File: config.mk
export PLATFORM = sky130hd
export DESIGN_NAME = pfc_pll_feed_control
export DESIGN_NICKNAME = d
export VERILOG_FILES = /design/src/hw/pfc_pkg.sv /design/src/hw/pfc_pll_feed_control.sv /design/src/hw/pfc_unlock_tracker.sv
export SDC_FILE = /design/constraint.sdc
export NUM_CORES = 1
export LEC_CHECK = 0
export BUFFER_PORTS_ARGS = -buffer_cell sky130_fd_sc_hd__buf_2
export CORE_ASPECT_RATIO = 1.5
export CORE_UTILIZATION = 49
export DETAILED_ROUTE_END_ITERATION = 12
export PLACE_DENSITY = 0.8
export SYNTH_ARGS = -nofsm -noshare
export SYNTH_HDL_FRONTEND = slang
export SYNTH_SLANG_ARGS = --single-unit
export TNS_END_PERCENT = 30
File: constraint.sdc
create_clock -name clock -period 1.7 [get_ports clock]
set_input_delay 0.085 -clock clock [delete_from_list [all_inputs] [get_ports clock]]
set_output_delay 0.085 -clock clock [all_outputs]
set_load 0.005 [all_outputs]
File: src/hw/pfc_pkg.sv
package pfc_pkg;

    // ------------------------------------------------------------
    // register map
    // ------------------------------------------------------------
    localparam logic [31:0] PFC_CTL_ADDR    = 32'he01fc080;
    localparam logic [31:0] PFC_CFG_ADDR    = 32'he01fc084;
    localparam logic [31:0] PFC_STAT_ADDR   = 32'he01fc088;
    localparam logic [31:0] PFC_UNLOCK_ADDR = 32'he01fc08c;

    localparam logic [7:0]  PFC_KEY_FIRST  = 8'haa;
    localparam logic [7:0]  PFC_KEY_SECOND = 8'h55;

    // ------------------------------------------------------------
    // field layout
    // ------------------------------------------------------------
    localparam int PFC_CTL_EN_BIT   = 0;
    localparam int PFC_CTL_CON_BIT  = 1;
    localparam int PFC_MULTIPLIER_FIELD_LSB     = 0;
    localparam int PFC_PSEL_LSB     = 5;
    localparam int PFC_STAT_EN_BIT  = 8;
    localparam int PFC_STAT_CON_BIT = 9;
    localparam int PFC_STAT_LCK_BIT = 10;

    localparam logic [4:0]  PFC_MULTIPLIER_FIELD_RESET = 5'h00;
    localparam logic [1:0]  PFC_PSEL_RESET = 2'h0;
    localparam logic [1:0]  PFC_CTL_RESET  = 2'h0;
    localparam logic [15:0] PFC_RDATA_RESET = 16'h0000;
    localparam logic [5:0]  PFC_FACTOR_RESET = 6'h01;
    localparam logic [4:0]  PFC_DIV_RESET    = 5'h02;

    // ------------------------------------------------------------
    // carriers
    // ------------------------------------------------------------
    typedef struct packed {
        logic        valid;
        logic        write;
        logic [31:0] addr;
        logic [7:0]  wdata;
    } pfc_bus_req_type;

    typedef enum logic {
        PFC_IDLE,
        PFC_ARMED
    } pfc_trk_state_type;

endpackage

File: src/hw/pfc_pll_feed_control.sv
`timescale 1ns/1ps
`default_nettype none
module pfc_pll_feed_control (
    input  wire logic                     clock,
    input  wire logic                     rst,
    input  wire pfc_pkg::pfc_bus_req_type bus_req,
    output logic [15:0]                   bus_rdata,
    input  wire logic                     power_down_enter,
    input  wire logic                     lock_raw,
    output logic                          lock_flag,
    output logic                          mult_run,
    output logic                          mult_clock_select,
    output logic [5:0]                    mult_factor,
    output logic [4:0]                    cco_divide
);
    import pfc_pkg::*;

    typedef struct packed {
        logic [1:0]  pend_ctl;
        logic [6:0]  pend_cfg;
        logic        act_en;
        logic        act_con;
        logic [4:0]  act_multiplier_field;
        logic [1:0]  act_psel;
        logic        lock_meta;
        logic        lock_sync;
        logic [15:0] rdata;
        logic        run;
        logic        sel;
        logic [5:0]  factor;
        logic [4:0]  div;
    } pfc_state_type;

    pfc_state_type s_q;
    pfc_state_type s_d;
    logic          commit;

    // ------------------------------------------------------------
    // helpers
    // ------------------------------------------------------------
    // a shift instead of a table: every divider code is a power of two
    function automatic logic [4:0] pfc_div_of(input logic [1:0] psel);
        pfc_div_of = 5'h02 << psel;
    endfunction

    function automatic logic [15:0] pfc_status(input pfc_state_type s);
        pfc_status = '0;
        pfc_status[PFC_MULTIPLIER_FIELD_LSB +: 5] = s.act_multiplier_field;
        pfc_status[PFC_PSEL_LSB +: 2] = s.act_psel;
        pfc_status[PFC_STAT_EN_BIT]   = s.act_en;
        pfc_status[PFC_STAT_CON_BIT]  = s.act_con;
        pfc_status[PFC_STAT_LCK_BIT]  = s.lock_sync;
    endfunction

    pfc_unlock_tracker u_tracker (
        .clock  (clock),
        .rst    (rst),
        .req    (bus_req),
        .commit (commit)
    );

    // ------------------------------------------------------------
    // next state
    // ------------------------------------------------------------
    always_comb begin
        s_d = s_q;
        s_d.lock_meta = lock_raw;
        s_d.lock_sync = s_q.lock_meta;
        if (bus_req.valid && bus_req.write) begin
            if (bus_req.addr == PFC_CTL_ADDR) begin
                s_d.pend_ctl = bus_req.wdata[1:0];
            end
            if (bus_req.addr == PFC_CFG_ADDR) begin
                s_d.pend_cfg = bus_req.wdata[6:0];
            end
        end
        if (commit) begin
            s_d.act_en   = s_q.pend_ctl[PFC_CTL_EN_BIT];
            s_d.act_con  = s_q.pend_ctl[PFC_CTL_CON_BIT];
            s_d.act_multiplier_field = s_q.pend_cfg[PFC_MULTIPLIER_FIELD_LSB +: 5];
            s_d.act_psel = s_q.pend_cfg[PFC_PSEL_LSB +: 2];
        end
        // power down wins over the enable and connect of a commit in the same cycle; pending
        // values stay so software can see what it last wrote
        if (power_down_enter) begin
            s_d.act_en  = 1'b0;
            s_d.act_con = 1'b0;
        end
        s_d.run    = s_d.act_en;
        s_d.sel    = s_d.act_en && s_d.act_con;
        s_d.factor = {1'b0, s_d.act_multiplier_field} + 6'h01;
        s_d.div    = pfc_div_of(s_d.act_psel);
        if (bus_req.valid && !bus_req.write) begin
            case (bus_req.addr)
                PFC_CTL_ADDR:  s_d.rdata = {14'h0000, s_q.pend_ctl};
                PFC_CFG_ADDR:  s_d.rdata = {9'h000, s_q.pend_cfg};
                PFC_STAT_ADDR: s_d.rdata = pfc_status(s_q);
                default:       s_d.rdata = PFC_RDATA_RESET;
            endcase
        end
    end

    always_ff @(posedge clock or posedge rst) begin
        if (rst) begin
            s_q <= '{pend_ctl: PFC_CTL_RESET,
                     pend_cfg: {PFC_PSEL_RESET, PFC_MULTIPLIER_FIELD_RESET},
                     act_en: 1'b0, act_con: 1'b0,
                     act_multiplier_field: PFC_MULTIPLIER_FIELD_RESET, act_psel: PFC_PSEL_RESET,
                     lock_meta: 1'b0, lock_sync: 1'b0,
                     rdata: PFC_RDATA_RESET, run: 1'b0, sel: 1'b0,
                     factor: PFC_FACTOR_RESET, div: PFC_DIV_RESET};
        end else begin
            s_q <= s_d;
        end
    end

    assign bus_rdata         = s_q.rdata;
    assign lock_flag         = s_q.lock_sync;
    assign mult_run          = s_q.run;
    assign mult_clock_select = s_q.sel;
    assign mult_factor       = s_q.factor;
    assign cco_divide        = s_q.div;
endmodule
`default_nettype wire

File: src/hw/pfc_unlock_tracker.sv
`timescale 1ns/1ps
`default_nettype none
module pfc_unlock_tracker (
    input  wire logic                     clock,
    input  wire logic                     rst,
    input  wire pfc_pkg::pfc_bus_req_type req,
    output logic                          commit
);
    import pfc_pkg::*;

    typedef struct packed {
        pfc_trk_state_type st;
        logic              commit;
    } pfc_trk_type;

    pfc_trk_type s_q;
    pfc_trk_type s_d;
    logic        is_unlock_wr;

    assign is_unlock_wr = req.valid && req.write
                          && req.addr == PFC_UNLOCK_ADDR;

    // ------------------------------------------------------------
    // tracker
    // ------------------------------------------------------------
    // idle cycles do not disarm; only another bus access does
    always_comb begin
        s_d = s_q;
        s_d.commit = 1'b0;
        if (req.valid) begin
            s_d.st = PFC_IDLE;
            case (s_q.st)
                PFC_IDLE: begin
                    if (is_unlock_wr && req.wdata == PFC_KEY_FIRST) begin
                        s_d.st = PFC_ARMED;
                    end
                end
                PFC_ARMED: begin
                    if (is_unlock_wr && req.wdata == PFC_KEY_SECOND) begin
                        s_d.commit = 1'b1;
                    end else if (is_unlock_wr
                                 && req.wdata == PFC_KEY_FIRST) begin
                        s_d.st = PFC_ARMED;
                    end
                end
                default: s_d.st = PFC_IDLE;
            endcase
        end
    end

    always_ff @(posedge clock or posedge rst) begin
        if (rst) begin
            s_q <= '{st: PFC_IDLE, commit: 1'b0};
        end else begin
            s_q <= s_d;
        end
    end

    assign commit = s_q.commit;
endmodule
`default_nettype wire

==> flow_metrics.tcl <==
set metrics [dict create \
    drc 0 \
    yosys_warnings 0 \
    ctsResizeCount 0 \
    wl_mm 3.84 \
    synth_xor_area_share_pct 1.29 \
    drive_above_1_share_pct 40.0 \
    slew_violations 0 \
    min_period_ns 1.48 \
    dieArea_mm2 0.00444 \
    ios 76 \
    fp.dieW_um 54.7 \
    p_leak_nw 1.25 \
    cts-root-buf "clkbuf_8" \
    muxShareOfSynthArea_pct 10.5 \
    crit_path_max_fanout 7 \
    synth_area_mm2 0.00204 \
    antenna_found_initial 0 \
    grt_setup_unrepaired "no" \
    detailedRoute.firstIterationViolations 27 \
    first_global_vias 1452 \
    synth_edf_count 0 \
    hold_class "input pin to flop" \
    synthCells 179 \
    synth_compound_area_share_pct 6.73 \
    power.density_mw_per_mm2 755 \
    ant_nets 0 \
    numCtsBuffers 5 \
    placed_cells 269 \
    syn_to_final_growth_pct 16.4 \
    nets 281 \
    grt_max_degree 44 \
    netlist-cell-type-count 34 \
    status "finished, final reports clean" \
    end_kind "flop" \
    hold_violations 0 \
    avgSynthCellArea_um2 11.4 \
    synthArstFlopShare_pct 100 \
    placed_area_mm2 0.00226 \
    cp.arrival_ns 1.65 \
    wl_per_cell_um 13.7 \
    gp_congestion 0.766 \
    whs_ns 0.0618 \
    layoutNonFillerInstCount 280 \
    synthFlopType "dfrtp_1" \
    post_drt_via_cell_ratio 5.18 \
    power_mw 1.80 \
    clockBufferDepth 2 \
    dieHeight_um 81.1 \
    criticalPathCategory "input pin to flop" \
    start_util_pct 51.6 \
    fin_area_mm2 0.00238 \
    post-cts-setup-buffers 0 \
    synth_top_family_by_area "simple AND/OR/NAND/NOR gates" \
    yosys.area_share.simple_pct 14.7 \
    period_share_pct 87.3 \
    fmax_mhz 674 \
    drv_cap 0 \
    crit_required_ns 1.87 \
    clock_skew_ns 0.00651 \
    path_clk_slew_ns 0.07 \
    rows 28 \
    hpwl_mm 2.98 \
    antenna_cells 0 \
    cts_tree "done" \
    peakVddDrop_v 0.000684 \
    synthAdderAreaFrac_pct 0.612 \
    rr_worst_depth 4 \
    clk_latency_ns 0.29 \
    io_buffers 68 \
    worstSetupStartpointType "input pin" \
    via_count 1451 \
    ys_seq_area_share_pct 52.8 \
    worstMarginPinSlew_ns 0.644 \
    maxSlewHeadroom_pct 57.1 \
    nFillCells 352 \
    ys_ff_latch 43 \
    setup_viol 0 \
    drt_pass1_iterations 4 \
    clock_sinks 43 \
    coreArea_mm2 0.00396 \
    grt_pass1_wl_mm 6.27 \
    grt_use_total_pct 19.7 \
    hold_depth 2 \
    cts.htree.levels 2 \
    overflow 0 \
]
-- sequential cells by signal, summed over array words and instances (netlist names) --
name,count
bus_rdata,10
s_d,1
mult_clock_select,1
u_tracker.s_q,1
cco_divide,4
s_q,17
mult_factor,6
mult_run,1
u_tracker.commit,1
lock_flag,1
-- placed cells by master (no fill, tap or decap), types with 3 or more instances in the layout --
master / count
a22oi_1: 5
buf_2: 68
buf_4: 4
clkbuf_8: 6
conb_1: 7
dfrtp_1: 41
dlygate4sd3_1: 3
inv_1: 9
mux2_2: 12
mux2i_1: 8
nand2_1: 12
nand2b_1: 3
nand4_1: 3
nor2_1: 11
nor3_1: 3
nor4b_1: 5
o31ai_1: 5
o41ai_1: 6
-- kinds of logic (layout without fill, tap and decap cells) --
kind of cell               after synthesis  after routing
AOI/OAI and AO/OA                       18             18
DFF                                     43             43
adders and majority gates                1              1
other                                    1              7
and+or+nand+nor                         51             51
xor gates and xnor gates                 3              3
buffers and inverters                   42             92
muxes                                   20             20
-- final timing paths --
check,from,end,slack (ns)
max,bus_req[31],s_q[40],0.22
min,bus_req[3],s_q[43],0.06
max reg2reg,u_tracker.commit,mult_factor[4],0.28
min reg2reg,s_d[29],lock_flag,0.36
max in group asynchronous,rst,mult_factor[0],0.84
min in group asynchronous,rst,cco_divide[2],0.49
-- power breakdown --
| part | internal [mW] | total (mW) | switching [mW] |
|---|---|---|---|
| clock | 0.327 | 0.647 | 0.319 |
| combinational | 0.0568 | 0.125 | 0.0685 |
| sequential | 1.02 | 1.03 | 0.000803 |
| total | 1.41 | 1.80 | 0.388 |
-- cells in the mapped netlist (3+ instances only) --
cell type   n  area share [%]
nor4b_1     5             2.1
nor3_1      3            0.73
mux2_2     12             6.6
inv_1       9             1.7
nor2_1     11             2.0
a22oi_1     5             1.8
nand2b_1    3            0.92
mux2i_1     8             3.9
buf_4      27             9.9
dfrtp_1    41              50
clkbuf_1    3            0.55
o31ai_1     5             1.8
nand4_1     3            0.92
nand2_1    12             2.2
o41ai_1     6             2.6
-- worst max-delay path: stages --
cell,delay [ns]
buf_2,0.09
nor4b_1,0.31
nand4_1,0.26
nor4b_4,0.35
buf_4,0.21
mux2_2,0.35
-- per-stage QoR --
stage	setup TNS, ns	setup slack [ns]	util [%]
6_report	0	0.217	60.1
5_1_grt	0	0.0856	60.1
4_1_cts	0	0.218	60.1
3_5_place_dp	-0.789	-0.0873	57.0
3_3_place_gp	0	0.00809	57.0
2_1_floorplan	0	0.167	-
-- layout make-up --
cell class	instances	area [um2]	area share (%)
clock buffers	7	86.3	3.63
inverters	9	33.8	1.42
well taps	45	56.3	2.37
repair buffers	75	400	16.8
flip-flops and latches	43	1080	45.3
multi-input cells	100	719	30.2
clock inverters	1	5.00	0.210
-- repair_timing --
item,CTS,global route
setup endpoints to repair,0,0
endpoints found under the hold margin,45,0
hold buffers,3,0
-- per-layer routing --
metal,GRT usage [%],share of wire (%),up-vias
met5,0,0,-
met4,8.21,2.0,0
met3,3.93,5.4,8
met2,33.6,55,49
met1,23.2,38,696
li1,-,-,698
No activity file was read; power rests on OpenSTA's default activity.
